## src/verilog/nps_pkg.sv

```systemverilog
// Constants and types for the NVRAM power supervisor
package nps_pkg;

   localparam int     CLK_MHZ      = 25;
   localparam longint CLK_HZ       = 64'd25_000_000;

   // Write-protect interval, longest time, microseconds
   localparam int     WPT_US       = 150;
   localparam int     WPT_CYCLES   = WPT_US * CLK_MHZ;
   localparam int     WPT_W        = 12;

   // Enable and reset recovery intervals, milliseconds
   localparam int     CER_MS       = 120;
   localparam int     REC_MS       = 120;
   localparam longint MS_PER_S     = 64'd1000;
   localparam longint CER_CYCLES   = longint'(CER_MS) * CLK_HZ / MS_PER_S;
   localparam longint REC_CYCLES   = longint'(REC_MS) * CLK_HZ / MS_PER_S;
   localparam int     REC_W        = 22;

   // Battery check period, hours
   localparam int     CHECK_HOURS  = 24;
   localparam longint S_PER_HOUR   = 64'd3600;
   localparam longint CHECK_CYCLES = longint'(CHECK_HOURS) * S_PER_HOUR
                                     * CLK_HZ;
   localparam int     CHK_W        = 42;

   localparam int     NUM_SELECTS  = 4;
   localparam int     SEL_W        = 2;
   localparam logic [NUM_SELECTS-1:0] SELECTS_IDLE = 4'hF;
   localparam logic [NUM_SELECTS-1:0] SELECT_ONE   = 4'h1;

   typedef enum logic [1:0] {
      NPS_RUN,
      NPS_DRAIN,
      NPS_DOWN,
      NPS_RECOVER
   } nps_state_e;

endpackage : nps_pkg

```

## src/verilog/nps_supervisor.sv

```systemverilog
// NVRAM power supervisor: enable conditioning, reset and battery flag
// Functional notes
// Chip-select high drives all enables high; low, selects pick one.
// Below threshold all enables inactive; an access in progress completes. The code holds it at most WPT_CYCLES + 1 cycles, and cuts it at once in NPS_RECOVER.
// After supply returns, enables stay inactive for the recovery interval.
// Below minimum threshold, select inputs are ignored; enables inactive.
// Reset output goes low within write-protect interval of a power fail.
// After supply returns, a timer holds reset low for recovery interval.
// Reset is open-drain: only pulled low or released.
// Battery checked at each power-up and every check period thereafter.
// A check finding battery below limit asserts the low-battery flag.
// Flag stays asserted until a later check passes.
// Battery checks occur only with nominal supply present.
// Low-battery flag is open-drain: pulled low or released.
// Comparator results are synchronous inputs; timer limits are parameters, except the write-protect limit, fixed from WPT_CYCLES.
`timescale 1ns/1ns
module nps_supervisor
   import nps_pkg::*;
#(
   parameter logic [REC_W-1:0] CER_COUNT   = REC_W'(CER_CYCLES),
   parameter logic [REC_W-1:0] REC_COUNT   = REC_W'(REC_CYCLES),
   parameter logic [CHK_W-1:0] CHECK_COUNT = CHK_W'(CHECK_CYCLES)
)
(
   // Clock and reset
   input  wire logic                   SYS_CLK,
   input  wire logic                   RST_N,
   // Host selects
   input  wire logic                   CHIP_SELECT_N,
   input  wire logic [SEL_W-1:0]       SELECT_CODE,
   // Comparator decisions
   input  wire logic                   THRESHOLD_CHOICE,
   input  wire logic                   SUPPLY_BELOW_STD_THRESHOLD,
   input  wire logic                   SUPPLY_BELOW_ALT_THRESHOLD,
   input  wire logic                   SUPPLY_BELOW_MIN_THRESHOLD,
   input  wire logic                   BATTERY_BELOW_LIMIT,
   // Conditioned SRAM enables
   output      logic [NUM_SELECTS-1:0] CONDITIONED_SRAM_SELECTS_N,
   // Open-drain power-on reset
   output      logic                   RESET_N_OUT,
   output      logic                   RESET_N_OE,
   // Open-drain low-battery flag
   output      logic                   BATTERY_LOW_FLAG_N_OUT,
   output      logic                   BATTERY_LOW_FLAG_N_OE
);

   localparam logic [REC_W-1:0] REC_LIMIT =
      (CER_COUNT > REC_COUNT) ? CER_COUNT : REC_COUNT;
   localparam logic [WPT_W-1:0] WPT_LIMIT = WPT_W'(WPT_CYCLES);

   typedef struct packed {
      nps_state_e             state;
      logic [NUM_SELECTS-1:0] sel_n;
      logic                   rst_oe;
      logic                   bl_oe;
      logic                   od_low;
   } nps_state_s;

   nps_state_s st_q;
   nps_state_s st_d;

   logic             power_fail;
   logic [REC_W-1:0] rec_count;
   logic             rec_done;
   logic             wpt_done;
   logic             chk_done;

   // Host decode: one enable low per select code
   function automatic logic [NUM_SELECTS-1:0] decode_selects
   (
      input logic             cs_n,
      input logic [SEL_W-1:0] code
   );
      logic [NUM_SELECTS-1:0] res;
      res = SELECTS_IDLE;
      if (!cs_n)
      begin
         res = ~(SELECT_ONE << code);
      end
      return res;
   endfunction : decode_selects

   // Threshold chosen by the strap-level input
   assign power_fail = THRESHOLD_CHOICE ? SUPPLY_BELOW_ALT_THRESHOLD
                                        : SUPPLY_BELOW_STD_THRESHOLD;

   nps_timer #(.W(WPT_W)) u_wpt_timer
   (
      .clk   (SYS_CLK),
      .rst_n (RST_N),
      .clear (st_q.state != NPS_DRAIN),
      .run   (1'b1),
      .limit (WPT_LIMIT),
      .count (),
      .done  (wpt_done)
   );

   nps_timer #(.W(REC_W)) u_rec_timer
   (
      .clk   (SYS_CLK),
      .rst_n (RST_N),
      .clear (st_q.state != NPS_RECOVER),
      .run   (1'b1),
      .limit (REC_LIMIT),
      .count (rec_count),
      .done  (rec_done)
   );

   nps_timer #(.W(CHK_W)) u_chk_timer
   (
      .clk   (SYS_CLK),
      .rst_n (RST_N),
      .clear ((st_q.state != NPS_RUN) || chk_done),
      .run   (1'b1),
      .limit (CHECK_COUNT),
      .count (),
      .done  (chk_done)
   );

   always_comb
   begin
      st_d        = st_q;
      st_d.od_low = 1'b0;
      unique case (st_q.state)
         NPS_RUN:
         begin
            st_d.rst_oe = 1'b0;
            st_d.sel_n  = decode_selects(CHIP_SELECT_N, SELECT_CODE);
            if (chk_done && !power_fail && !SUPPLY_BELOW_MIN_THRESHOLD)
            begin
               st_d.bl_oe = BATTERY_BELOW_LIMIT;
            end
            if (SUPPLY_BELOW_MIN_THRESHOLD)
            begin
               st_d.state  = NPS_DOWN;
               st_d.sel_n  = SELECTS_IDLE;
               st_d.rst_oe = 1'b1;
            end
            else if (power_fail)
            begin
               st_d.rst_oe = 1'b1;
               if (!CHIP_SELECT_N && (st_q.sel_n != SELECTS_IDLE))
               begin
                  st_d.state = NPS_DRAIN;
                  st_d.sel_n = st_q.sel_n;
               end
               else
               begin
                  st_d.state = NPS_DOWN;
                  st_d.sel_n = SELECTS_IDLE;
               end
            end
         end
         NPS_DRAIN:
         begin
            st_d.rst_oe = 1'b1;
            if (CHIP_SELECT_N || wpt_done || SUPPLY_BELOW_MIN_THRESHOLD)
            begin
               st_d.state = NPS_DOWN;
               st_d.sel_n = SELECTS_IDLE;
            end
         end
         NPS_DOWN:
         begin
            st_d.rst_oe = 1'b1;
            st_d.sel_n  = SELECTS_IDLE;
            if (!power_fail && !SUPPLY_BELOW_MIN_THRESHOLD)
            begin
               st_d.state = NPS_RECOVER;
            end
         end
         NPS_RECOVER:
         begin
            st_d.sel_n  = SELECTS_IDLE;
            st_d.rst_oe = 1'b1;
            if (power_fail || SUPPLY_BELOW_MIN_THRESHOLD)
            begin
               st_d.state = NPS_DOWN;
            end
            else
            begin
               if (rec_count >= CER_COUNT)
               begin
                  st_d.sel_n = decode_selects(CHIP_SELECT_N,
                                              SELECT_CODE);
               end
               if (rec_count >= REC_COUNT)
               begin
                  st_d.rst_oe = 1'b0;
               end
               if (rec_done)
               begin
                  st_d.state = NPS_RUN;
                  st_d.bl_oe = BATTERY_BELOW_LIMIT;
               end
            end
         end
      endcase
   end

   always_ff @(posedge SYS_CLK or negedge RST_N)
   begin
      if (!RST_N)
      begin
         st_q.state  <= NPS_DOWN;
         st_q.sel_n  <= SELECTS_IDLE;
         st_q.rst_oe <= 1'b1;
         st_q.bl_oe  <= 1'b0;
         st_q.od_low <= 1'b0;
      end
      else
      begin
         st_q <= st_d;
      end
   end

   assign CONDITIONED_SRAM_SELECTS_N = st_q.sel_n;
   assign RESET_N_OUT                = st_q.od_low;
   assign RESET_N_OE                 = st_q.rst_oe;
   assign BATTERY_LOW_FLAG_N_OUT     = st_q.od_low;
   assign BATTERY_LOW_FLAG_N_OE      = st_q.bl_oe;

endmodule : nps_supervisor

```

## src/verilog/nps_timer.sv

```systemverilog
// Saturating interval counter with clear and run controls
`timescale 1ns/1ns
module nps_timer
   import nps_pkg::*;
#(
   parameter int W = 8
)
(
   // Clock and reset
   input  wire logic         clk,
   input  wire logic         rst_n,
   // Control
   input  wire logic         clear,
   input  wire logic         run,
   input  wire logic [W-1:0] limit,
   // Status
   output      logic [W-1:0] count,
   output      logic         done
);

   typedef struct packed {
      logic [W-1:0] count;
   } nps_tmr_s;

   nps_tmr_s st_q;
   nps_tmr_s st_d;

   always_comb
   begin
      st_d = st_q;
      if (clear)
      begin
         st_d.count = '0;
      end
      else if (run && (st_q.count < limit))
      begin
         st_d.count = st_q.count + W'(1);
      end
   end

   always_ff @(posedge clk or negedge rst_n)
   begin
      if (!rst_n)
      begin
         st_q <= '0;
      end
      else
      begin
         st_q <= st_d;
      end
   end

   assign count = st_q.count;
   assign done  = (st_q.count >= limit);

endmodule : nps_timer
```

## config.mk

```make
export PLATFORM = sky130hd
export DESIGN_NAME = nps_supervisor
export DESIGN_NICKNAME = d
export VERILOG_FILES = /design/src/verilog/nps_pkg.sv /design/src/verilog/nps_supervisor.sv /design/src/verilog/nps_timer.sv
export SDC_FILE = /design/constraint.sdc
export NUM_CORES = 1
export LEC_CHECK = 0
export CORE_UTILIZATION = 30
export CTS_BUF_LIST = sky130_fd_sc_hd__clkbuf_16
export DETAILED_ROUTE_END_ITERATION = 7
export DONT_BUFFER_PORTS = 1
export RECOVER_POWER = 100
export SLEW_MARGIN = 30
export SYNTH_ARGS = -nofsm -noshare
export SYNTH_HDL_FRONTEND = slang
export SYNTH_SLANG_ARGS = --single-unit
```

## constraint.sdc

```tcl
create_clock -name SYS_CLK -period 2.7 [get_ports SYS_CLK]
set_input_delay 0.54 -clock SYS_CLK [delete_from_list [all_inputs] [get_ports SYS_CLK]]
set_output_delay 0.54 -clock SYS_CLK [all_outputs]
set_load 0.01 [all_outputs]
```

== After elaboration in Yosys (flattened, before gate mapping) ==
Index checks and enable logic that the tools add are counted.

* Flip-flop bits (word level): 84
* Logic and storage cells: 74

* Reductions and logical operators: 20
* Mux-type cells: 22
* Add/sub/neg operators: 3
* Shift-type cells: 1
* Eq/ne operators: 14
* Magnitude comparators: 6
* Bitwise operators: 1

{| class="wikitable"
|+ Operator list
! operator !! count
|-
| $mux W42 || 2
|-
| $mux W22 || 2
|-
| $add A42 B1 Y42 const B || 1
|-
| $ge A42 B41 Y1 const B || 1
|-
| $lt A42 B41 Y1 const B || 1
|-
| $pmux W7 S4 || 1
|-
| $mux W12 || 2
|-
| $add A22 B1 Y22 const B || 1
|-
| $ge A22 B22 Y1 const B || 1
|-
| $lt A22 B22 Y1 const B || 1
|-
| $mux W6 || 3
|-
| $mux W7 || 2
|-
| $add A12 B1 Y12 const B || 1
|-
| $ge A12 B12 Y1 const B || 1
|-
| $lt A12 B12 Y1 const B || 1
|-
| $ne A2 B2 Y1 const B || 6
|-
| $reduce_bool A2 Y1 || 5
|-
| $mux W4 || 2
|-
| $ne A4 B4 Y1 const B || 2
|-
| $reduce_and A4 Y1 || 2
|-
| $mux W2 || 3
|-
| $ne A3 B3 Y1 const B || 2
|-
| $eq A2 B2 Y1 const B || 2
|-
| $logic_and A1 B1 Y1 || 4
|-
| other kinds (10) || 18
|}

== Logic depth before layout (Yosys ltp) ==
Gate-level depths: netlist of run 1.

* Depth in word-level cells: 6
* Mapped depth: 10
* Mapped depth without buffers: 8

== Modules after synthesis ==
A second synthesis of run 1 with hierarchy kept.

* Cells, all modules: 791
* Area total of the unflattened synthesis: 6625.1 um^2

{| class="wikitable"
|+ By module, submodules not included
! module !! area an instance (um^2) !! times used !! cells each
|-
| nps_timer at u_chk_timer || 3316.9 || 1 || 405
|-
| nps_timer at u_rec_timer || 1731.7 || 1 || 206
|-
| nps_timer at u_wpt_timer || 974.7 || 1 || 111
|-
| nps_supervisor || 601.8 || 1 || 69
|}

== Worst setup path after synthesis of run 1 ==
No wires, ideal clock.

* Path type: reg2reg
* Start point: register u_rec_timer.st_q (netlist bit u_rec_timer.count[19])
* End point: register u_rec_timer.st_q (netlist bit u_rec_timer.count[8])
* Setup time: 0.132 ns
* Stages on the path, launching flop included: 7
* Slack: 0.783 ns
* Required time: 2.568 ns
* Arrival: 1.785 ns
* Cells stage by stage: dfrtp_1 -> and4b_1 -> and3b_4 -> a2111o_1 -> or3_1 -> xor2_1 -> nor2_1

* Cells in the longest elaborated chain, start to end: 2

{| class="wikitable"
|+ RTL lines
! element !! RTL line !! text
|-
| from (decl) || nps_timer.sv:25 || <nowiki>nps_tmr_s st_q;</nowiki>
|-
| from (signal assigned) || nps_timer.sv:49 || <nowiki>st_q <= st_d;</nowiki>
|-
| $lt A22 B22 Y1 || nps_timer.sv:35 || <nowiki>else if (run && (st_q.count < limit))</nowiki>
|-
| $reduce_bool A2 Y1 (no source line) || -- ||
|}

No other way between the ends.
A chain may end at the register's enable or synchronous reset.

== Final worst setup path of run 1 ==
* Start point: register u_chk_timer.st_q (netlist bit u_chk_timer.count[37])
* End point: register u_chk_timer.st_q (netlist bit u_chk_timer.count[21])

* Cells in the longest elaborated chain, start to end: 3
* Elaborated cells between the ends (all ways): 5

{| class="wikitable"
|+ RTL lines
! element !! RTL line !! text
|-
| from (decl) || nps_timer.sv:25 ||
|-
| from (signal assigned) || nps_timer.sv:49 ||
|-
| $ge A42 B41 Y1 || nps_timer.sv:54 || <nowiki>assign done = (st_q.count >= limit);</nowiki>
|-
| $logic_or A1 B1 Y1 || nps_supervisor.sv:113 || <nowiki>.clear ((st_q.state != NPS_RUN) || chk_done),</nowiki>
|-
| $mux W42 / $reduce_bool A2 Y1 (equally long branches) || -- ||
|}

Several ways; a longest one is shown, not always the timed one.

==> results.md, run 1 <==
* Layout cell share with drive strength beyond 1 at under 10%
* Leak at about 2.0 nW
* Crit path DAT at between 2 and 3 ns
* CTS tree: yes
* Crit path max fanout at 16
* Chip height at between 100 and 150 um
* Worst Tran Pin Value at 1.96 ns
* Pwr dens at between 500 and 600 mW/mm^2
* Fraction of registers with async set/reset at 100%
* First-pass GRT wire length at around 14000 um
* Max-slew headroom at -30.6%
* Reg clk slew, reported paths at 0.07 ns
* Die area at 0.0153 mm^2
* Synth cell types at 50
* Clock Path Buffers at 2
* Final setup vio count at 0
* Failing checks: max-capacitance violations, max-slew violations
* Post-layout minimum cycle time at ~2.4 ns
* FF+latch count, synth at 84
* Cts repair resizes at 0
* Via density at 4.98
* GR Util All Layers at 12.2%
* Die Wd at about 120 um
* Cell count after synthesis at ~470
* Final #Nets at between 400 and 500
* Total Power at around 2.5 mW
* Largest net degree at the start of global routing at 79
* Reg2Reg Launch Point: u_chk_timer.count[37]
* Setup CP Type: reg -> reg
* Final core occ at 34.0%
* DRC errors left at 0
* Avg Inst Size Synth at ~9.4 um^2
* Hold WC Path Type: in -> async
* Pins Over Slew Limit at 79
* Max Freq at roughly 420 MHz
* Detailed placer's ending HPWL at roughly 6000 um
* Yosys top cell area share at between 40% and 50%
* DR pass1 iterations at 4
* CP startpoint: u_chk_timer.count[37]
* EDFF count, synth at 0
* Cell row count at 44
* Total of max-cap violations at 1
* Fin area at slightly below 0.005 mm^2
* Worst-Skew Late Latency at approximately 0.35 ns
* Worst path required time at roughly 3.0 ns
* Max IR drop VDD at 0.257 mV
* Wirelength per Cell at about 13 um
* CP Launch Type: flop
* CP Capture Type: flop
* Starting Density at between 30% and 40%
* Final GP Congestion at between 0.8 and 0.9
* Synthesis Warnings at 0
* Total grt overflow at 0
* Post-synth top flop: dfrtp_1
* Synthesized area at 0.00445 mm^2
* Clk Tree Root Cell: clkbuf_16
* I/O Pins at 18
* Sequential-to-total area share from yosys stat at a little under half
* Final Skew at between 0.01 and 0.015 ns
* WL final at about 9000 um
* Clock sink count at 84
* Via count at 3310
* Antenna Nets Post-Route at 0
* Vias in the first global route at about 3100
* Setup TNS at 0 ns
* CTS HTree Levels at 3
* Initial antenna violation count at 0
* Detailed Route Iter0 Violations at between 150 and 200
* Status: complete, but fails checks
* Area growth syn-to-layout at 10.7%
* CTS buffer count at 9
* RSZ-0062 raised after global routing: no
* Endpoints failing hold at 0
* Core ar. at ~0.014 mm^2
* Port Buf Inserts at 0
* Placed Area at around 0.0046 mm^2
* Synth area leader: dfrtp_1
* Number of diodes at 0
* Largest cells by area after synthesis: dfrtp_1, nor2_1, xor2_1
* Tcrit/Tclk final at 88.1%
==> flip-flops by register name (all words and copies together) (netlist names) <==
signal	count
u_rec_timer.count	22
BATTERY_LOW_FLAG_N_OE	1
u_chk_timer.count	42
RESET_N_OE	1
u_wpt_timer.count	12
CONDITIONED_SRAM_SELECTS_N	4
st_q	2
==> layout by cell type (no fill, tap or decap), drive strengths merged, types with 2 or more instances in the layout <==
cell | Yosys | layout
dfstp | 6 | 6
a2111o | 2 | 2
nor4b | 2 | 2
nor2b | 3 | 3
or4 | 2 | 2
a211oi | 3 | 3
clkinv | 0 | 3
and4 | 6 | 6
inv | 17 | 19
o22a | 3 | 3
clkbuf | 7 | 11
nor4 | 5 | 5
and2 | 5 | 5
buf | 8 | 4
nand2 | 24 | 24
xor2 | 34 | 34
or2 | 2 | 2
nand4b | 2 | 2
conb | 1 | 3
xnor2 | 33 | 33
a31oi | 5 | 5
nand3 | 27 | 27
o21ai | 9 | 9
nor3 | 12 | 12
nand4 | 13 | 13
o2111ai | 5 | 5
a21oi | 10 | 10
and3 | 26 | 26
dfrtp | 78 | 78
ha | 6 | 6
nor4bb | 2 | 2
nor2 | 102 | 102
==> through the flow <==
| stage | cells | hold slack, ns | worst slack (ns) |
|---|---|---|---|
| finish | 664 | 0.0374 | 0.321 |
| global route | 664 | 0.0183 | 0.143 |
| CTS | 664 | 0.0252 | 0.357 |
| detailed placement | 647 | 0.250 | 0.379 |
| global placement | 647 | 0.251 | 0.338 |
| floorplan | 473 | 0.244 | 0.783 |
==> repair_timing <==
item / 4_1_cts / 5_1_grt
endpoints found under the hold margin: 78 / 0
hold buffers: 1 / 0
setup buffers: 0 / 0
==> cell type report <==
cell class / instances / area [um^2]
clock buffers: 9 / 225
multi-input cells: 357 / 2190
repair buffers: 6 / 40.0
inverters: 17 / 63.8
well taps: 184 / 230
flip-flops and latches: 84 / 2110
clock inverters: 7 / 67.6
fillers: 1466 / 9550
==> power breakdown <==
part / leakage [nW] / internal (mW) / switching, mW / total [mW]
clock: 0.145 / 0.713 / 0.503 / 1.22
combinational: 0.696 / 0.00953 / 0.0374 / 0.0470
sequential: 1.14 / 1.26 / 0.00551 / 1.27
total: 1.98 / 1.99 / 0.546 / 2.53
==> metal layers <==
| layer | part of all wire [%] | GRT usage [%] |
|---|---|---|
| met1 | 48 | 15.8 |
| met2 | 47 | 18.6 |
| met3 | 2.1 | 2.56 |
| met4 | 3.2 | 7.45 |
| met5 | 0 | 0 |
==> path summary, 6_finish.rpt <==
check / depth (start not counted) / slack (ns) / end
worst max-delay path: 7 / 0.32 / u_chk_timer.count[21]
worst min-delay path: 0 / 0.04 / RESET_N_OE
worst max register to register: 7 / 0.32 / u_chk_timer.count[21]
worst min register to register: 2 / 0.52 / u_wpt_timer.count[11]
max in group asynchronous: 1 / 0.80 / u_wpt_timer.count[8]
min in group SYS_CLK: 1 / 0.26 / CONDITIONED_SRAM_SELECTS_N[1]
==> critical path: stages, from the launching register on <==
cell	delay [ns]
dfrtp_1	0.42
and3_1	0.22
and3_1	0.20
a2111o_1	0.41
a21oi_1	0.25
nand2_1	0.37
buf_4	0.32
nor2_1	0.12
==> synthesized netlist by cell type (all sizes together), types with 2 or more instances <==
cell type and number:
clkbuf 7, nor4b 2, and3 26, and2 5
ha 6, nor3 12, xnor2 33, and4 6
o21ai 9, nand4 13, a211oi 3, nor2b 3
or4 2, a31oi 5, a21oi 10, xor2 34
nor2 102, nand2 24, or2 2, buf 8
nor4bb 2, nor4 5, inv 17, nand3 27
dfrtp 78, dfstp 6, a2111o 2, nand4b 2
o22a 3, o2111ai 5
==> logic make-up (layout without fill, tap and decap cells) <==
family / after synthesis / after routing / share of synthesized area, %
AND/OR/NAND/NOR: 238 / 238 / 27.6
flip-flops: 84 / 84 / 47.4
XOR/XNOR: 67 / 67 / 13.2
AO/OA/AOI/OAI: 41 / 41 / 6.33
buffers and inverters: 32 / 39 / 3.26
adder cells (fa/ha/maj): 6 / 6 / 1.69
multiplexers: 2 / 2 / 0.478
other: 1 / 3 / 0.0843
No activity file was read; power rests on OpenSTA's default activity.
==> run 2, diff against run 1 <==
--- a/config.mk
+++ b/config.mk
@@ -10,4 +10,5 @@
 export DETAILED_ROUTE_END_ITERATION = 7
 export DONT_BUFFER_PORTS = 1
+export GPL_ROUTABILITY_DRIVEN = 1
 export RECOVER_POWER = 100
 export SLEW_MARGIN = 30
==> constraint.sdc (replaced) <==
create_clock -name SYS_CLK -period 2.7 [get_ports SYS_CLK]
set_input_delay 0.54 -clock SYS_CLK [delete_from_list [all_inputs] [get_ports SYS_CLK]]
set_output_delay 0.54 -clock SYS_CLK [all_outputs]
set_load 0.05 [all_outputs]
==> results.md, run 2 (same netlist as run 1, synthesis figures left out) <==
* Switching pwr at 0.555 mW (+1.6%)
* Pins Over Slew Limit at 79 (unchanged)
* Int Pwr at 1.99 mW (about the same)
* DRC errors left at 0 (unchanged)
* Status: complete, but fails checks
* Worst path required time at 2.97 ns (about the same)
* Area growth syn-to-layout at 10.7% (unchanged)
* CTS buffer count at 9 (unchanged)
* Clock Path Buffers at 2 (unchanged)
* RSZ-0062 raised after global routing: no
* Antenna Nets Post-Route at 0 (unchanged)
* DR pass1 iterations at 4 (unchanged)
* Hold WC Path Type: in -> async
* Core ar. at 0.0145 mm^2 (unchanged)
* Detailed placer's ending HPWL at 5970 um (unchanged)
* Setup repair bufs after CTS at 0 (unchanged)
* Final Skew at 0.0124 ns (+0.0000259 ns)
* CTS tree: yes
* Port Buf Inserts at 0 (unchanged)
* Most frequent cells in the layout: nor2_1, dfrtp_1, xor2_1
* CP startpoint: u_chk_timer.count[37]
* Max reg flops at 42 (unchanged)
* Final GP Congestion at 0.826 (unchanged)
* Final cell count without fillers at 664 (unchanged)
* Sw frac at 21.9% (+0.28 points)
* Cts repair resizes at 0 (unchanged)
* Initial antenna violation count at 0 (unchanged)
* Setup TNS at 0 ns (unchanged)
* Clock sink count at 84 (unchanged)
* Crit path max fanout at 16 (unchanged)
* Leak at 1.98 nW (about the same)
* Worst Tran Pin Value at 1.96 ns (unchanged)
* Post-layout minimum cycle time at 2.38 ns (unchanged)
* Reg2Reg Launch Point: u_chk_timer.count[37]
* Clk Tree Root Cell: clkbuf_16
* Logic pwr share at 2.0% (about the same)
* Total of max-cap violations at 1 (unchanged)
* CP dominant cell by count: and3_1
* Total grt overflow at 0 (unchanged)
* Worst-Skew Late Latency at 0.35 ns (about the same)
* Critical-path cell list: and3_1, and3_1, a2111o_1, a21oi_1, nand2_1, buf_4, nor2_1
* I/O Pins at 18 (unchanged)
* Max IR drop VDD at 0.257 mV (about the same)
* Power share of the clock group at 47.9% (about the same)
* Max stage delay on crit path at 0.42 ns (about the same)
* Reg clk slew, reported paths at 0.07 ns (about the same)
* Commonest non-fill, non-tap cell in the layout: nor2_1
* Vias in the first global route at 3069 (unchanged)
* Max Freq at 420 MHz (unchanged)
* Crit path DAT at 2.65 ns (about the same)
* Sequential Power Share at 50.1% (about the same)
* Setup CP Type: reg -> reg
* Largest net degree at the start of global routing at 79 (unchanged)
* Cell row count at 44 (unchanged)
* CP Capture Type: flop
* DP Cell Count at 647 (unchanged)
* Number of diodes at 0 (unchanged)
* Die area at 0.0153 mm^2 (unchanged)
* Starting Density at 30.7% (unchanged)
* Via count at 3310 (unchanged)
* Fill cells at 1466 (unchanged)
* Failing checks: max-capacitance violations, max-slew violations
* First-pass GRT wire length at 14500 um (unchanged)
* Via density at 4.98 (unchanged)
* Chip height at 124 um (unchanged)
* Layout cell share with drive strength beyond 1 at 6.67% (unchanged)
* Endpoints failing hold at 0 (unchanged)
* Final setup vio count at 0 (unchanged)
* Final #Nets at 491 (unchanged)
* Pwr dens at 516 mW/mm^2 (+0.35%)
* GR Util All Layers at 12.2% (unchanged)
* Wirelength per Cell at 13.3 um (about the same)
* Tcrit/Tclk final at 88.1% (unchanged)
* Die Wd at 124 um (unchanged)
* Max-slew headroom at -30.6% (unchanged)
* Detailed Route Iter0 Violations at 170 (+1.2%)
* CTS HTree Levels at 3 (unchanged)
* CP Launch Type: flop
* WL final at 8850 um (about the same)
* Slowest cell on the critical path: dfrtp_1
==> run 2: final cells by class <==
cell class	instances	area (um^2)	area share, %
repair buffers	6	40.0	0.813
inverters	17	63.8	1.30
flip-flops and latches	84	2110	42.8
multi-input cells	357	2190	44.5
well taps	184	230	4.67
clock buffers	9	225	4.57
clock inverters	7	67.6	1.37
==> run 2: power groups by stage <==
| stage | sequential [mW] | clock (mW) | combinational, mW |
|---|---|---|---|
| 2_1_floorplan | 1.30 | 0 | 0.0265 |
| 3_3_place_gp | 1.30 | 0 | 0.0281 |
| 3_5_place_dp | 1.30 | 0 | 0.0294 |
| 4_1_cts | 1.27 | 1.25 | 0.0583 |
| 5_1_grt | 1.27 | 1.31 | 0.0602 |
| 6_report | 1.27 | 1.22 | 0.0518 |
==> run 2: repair_timing <==
action | CTS | global route
setup endpoints to repair | 0 | 0
hold buffers | 1 | 0
hold endpoints to repair | 78 | 0
==> run 2: metal layers <==
metal	track usage, %	share of wire [%]	routed length [um]	vias up
met1	15.8	48	4260	1625
met2	18.6	47	4120	55
met5	0	0	0	-
li1	-	-	-	1609
met4	7.45	3.2	287	0
met3	2.56	2.1	184	21
==> run 2: final timing paths <==
path,end,slack [ns],cells after the start
min in group SYS_CLK,CONDITIONED_SRAM_SELECTS_N[1],0.26,1
max in group asynchronous,u_wpt_timer.count[8],0.80,1
worst min-delay path,RESET_N_OE,0.04,0
worst min register to register,u_wpt_timer.count[11],0.52,2
worst max-delay path,u_chk_timer.count[21],0.32,7
worst max register to register,u_chk_timer.count[21],0.32,7
==> run 2: worst max-delay path, delay by kind of cell (launching register included) <==
family	cells	cell delay, ns
AOI/OAI and AO/OA	2	0.66
buffers and inverters	1	0.32
and+or+nand+nor	4	0.91
DFF	1	0.42
==> run 2: metrics by stage <==
step	power, mW	util [%]	hold WS [ns]	worst slack [ns]	area [um^2]
after floorplan	1.32	-	0.244	0.783	4460
after global placement	1.32	32.1	0.251	0.338	4640
after detailed placement	1.33	32.1	0.250	0.379	4640
after CTS	2.58	34.3	0.0252	0.357	4960
after global routing	2.64	34.0	0.0183	0.143	4930
final	2.54	34.0	0.0374	0.321	4930
==> run 3, diff against run 2 <==
- CORE_UTILIZATION: 30 -> 25
- clock period: 2.7 -> 3 ns (I/O delays scaled with it)
==> results.md, run 3 (same netlist as run 1, synthesis figures left out) <==
* Status: complete, but fails checks
* Failing checks: max-capacitance violations, max-slew violations
* Area growth syn-to-layout at 11.6%
* Critical-path cell list: and3_1, and3_1, a2111o_1, a21oi_1, nand2_1, clkbuf_2, nor2_1
* GR Util All Layers at 10.9% (-1.3 points)
* Reg clk slew, reported paths at 0.06 ns (about the same)
* Clock Path Buffers at 2 (unchanged)
* Wirelength per Cell at 12.8 um (-4.2%)
* Fill cells at 1811 (+24%)
* Sequential Power Share at 50.1% (about the same)
* Top Family by Delay on Critical Path: compound AO/OA/AOI/OAI gates
* Final Skew at 0.0112 ns (-0.00120 ns)
* CTS tree: yes
* Cell row count at 48 (+9.1%)
* Worst-Skew Late Latency at 0.34 ns (about the same)
* Clock sink count at 84 (unchanged)
* Starting Density at 25.6% (-5.1 points)
* Detailed Route Iter0 Violations at 196 (+15%)
* Final #Nets at 489 (-0.41%)
* Reg2Reg Launch Point: u_chk_timer.count[36]
* Port Buf Inserts at 0 (unchanged)
* Setup CP Type: reg -> reg
* Sw frac at 21.8% (-0.032 points)
* Largest net degree at the start of global routing at 79 (unchanged)
* Max reg flops at 42 (unchanged)
* Detailed placer's ending HPWL at 6160 um (+3.2%)
* Via count at 3228 (-2.5%)
* Antenna Nets Post-Route at 0 (unchanged)
* Crit path DAT at 2.65 ns (about the same)
* Post-layout minimum cycle time at 2.39 ns (+0.0120 ns)
* WL final at 8990 um (+1.5%)
* CP dominant cell by count: and3_1
* Clk Tree Root Cell: clkbuf_16
* DR pass1 iterations at 4 (unchanged)
* Worst Tran Pin Value at 1.91 ns (-0.0502 ns)
* Final GP Congestion at 0.811 (-1.8%)
* Setup TNS at 0 ns (unchanged)
* Die area at 0.0183 mm^2 (+20%)
* Worst R2R Path Depth at 7 (unchanged)
* Max IR drop VDD at 0.372 mV (+45%)
* Total of max-cap violations at 1 (unchanged)
* Via density at 4.59 (-8.0%)
* Setup repair bufs after CTS at 0 (unchanged)
* CTS buffer count at 9 (unchanged)
* RSZ-0062 raised after global routing: no
* Worst path required time at 3.26 ns (+0.29 ns)
* Die Wd at 135 um (+9.4%)
* Power share of the clock group at 47.9% (about the same)
* Int Pwr at 1.79 mW (-9.9%)
* Final setup vio count at 0 (unchanged)
* Total grt overflow at 0 (unchanged)
* Pwr dens at 461 mW/mm^2 (-11%)
* Endpoints failing hold at 0 (unchanged)
* Pins Over Slew Limit at 79 (unchanged)
* Commonest non-fill, non-tap cell in the layout: nor2_1
* Initial antenna violation count at 1 (+1)
* Vias in the first global route at 3326 (+8.4%)
* Most frequent cells in the layout: nor2_1, dfrtp_1, xor2_1
* CP Capture Type: flop
* Core ar. at 0.0174 mm^2 (+20%)
* First-pass GRT wire length at 15800 um (+8.9%)
* DRC errors left at 0 (unchanged)
* Max stage delay on crit path at 0.43 ns (about the same)
* Final cell count without fillers at 704 (+6.0%)
* Hold WC Path Type: in -> async
* Leak at 1.97 nW (-0.56%)
* CTS HTree Levels at 3 (unchanged)
* Tcrit/Tclk final at 79.7% (-8.4 points)
* I/O Pins at 18 (unchanged)
* Crit path max fanout at 22 (+6)
* Chip height at 135 um (+9.4%)
* Logic pwr share at 2.0% (about the same)
* DP Cell Count at 686 (+6.0%)
* Layout cell share with drive strength beyond 1 at 6.07% (-0.60 points)
* Switching pwr at 0.499 mW (-10%)
* Slowest cell on the critical path: dfrtp_1
* Register Area at 0.00211 mm^2 (unchanged)
* R2r setup slk at 0.61 ns (+0.29 ns)
* Hold WS at 0.0998 ns (+0.0624 ns)
* Critical path buffer and inverter count at 1 (unchanged)
* Multi-input logic area at 0.00219 mm^2 (unchanged)
* Max-slew headroom at -27.3% (+3.3 points)
* Max Freq at 418 MHz (-0.50%)
* CP Launch Type: flop
* Worst R2R End: u_chk_timer.count[31]
[run 3: cell types whose count changed in the layout (fill, tap and decap cells not counted), sizes merged]
cell | previous run | this run
inv | 19 | 20
clkinv | 3 | 2
diode | 0 | 1
buf | 4 | 2
[run 3: power by group through the flow]
| stage | clock [mW] | sequential (mW) | combinational (mW) |
|---|---|---|---|
| after global routing | 1.19 | 1.15 | 0.0543 |
| after detailed placement | 0 | 1.17 | 0.0268 |
| after global placement | 0 | 1.17 | 0.0258 |
| final | 1.10 | 1.15 | 0.0462 |
| after CTS | 1.14 | 1.15 | 0.0523 |
| after floorplan | 0 | 1.17 | 0.0238 |
[run 3: stage by stage]
step / worst slack [ns] / util [%] / power [mW] / instance area [um^2]
after detailed placement: 0.727 / 27.0 / 1.19 / 4680
after floorplan: 1.08 / - / 1.19 / 4460
after global routing: 0.368 / 28.6 / 2.39 / 4970
after CTS: 0.730 / 28.8 / 2.34 / 5000
after global placement: 0.786 / 27.0 / 1.19 / 4680
final: 0.609 / 28.6 / 2.29 / 4970
[run 3: worst max path at each step]
stage                          start                    end  slack [ns]  cells after the start
6_report       u_chk_timer.count[36]  u_chk_timer.count[31]        0.61                      7
5_1_grt         u_chk_timer.count[0]  u_chk_timer.count[31]        0.37                      9
4_1_cts                      st_q[8]  BATTERY_LOW_FLAG_N_OE        0.73                      7
3_5_place_dp                 st_q[8]  BATTERY_LOW_FLAG_N_OE        0.73                      7
3_3_place_gp    u_chk_timer.count[0]  BATTERY_LOW_FLAG_N_OE        0.79                      8
2_1_floorplan  u_rec_timer.count[19]   u_rec_timer.count[8]        1.08                      6
[run 3: worst reg2reg max path: stages, from the launching register on]
cell	delay, ns
dfrtp_1	0.43
and3_1	0.20
and3_1	0.21
a2111o_1	0.42
a21oi_1	0.39
nand2_1	0.13
clkbuf_2	0.33
nor2_1	0.22
[run 3: final cells by class]
cell class,count,share of cell area (%)
sequential,84,42.5
clock inverter,7,1.36
timing repair buffer,4,0.504
clock buffer,9,4.54
inverter,17,1.28
tap,225,5.67
multi-input combinational,357,44.1
antenna,1,0.0504
[run 3: layer usage]
| metal | up-vias | wire length, um | part of all wire [%] | GRT usage [%] |
|---|---|---|---|---|
| met5 | - | 0 | 0 | 0 |
| met2 | 41 | 4340 | 48 | 18.0 |
| met3 | 7 | 296 | 3.3 | 3.29 |
| met4 | 0 | 132 | 1.5 | 3.93 |
| li1 | 1612 | - | - | - |
| met1 | 1568 | 4220 | 47 | 13.3 |
[run 3: timing repair]
item                                   CTS  global route
gates resized for setup                  0             0
endpoints found under the hold margin   78             0
hold buffers                             1             0
setup endpoints to repair                0             0
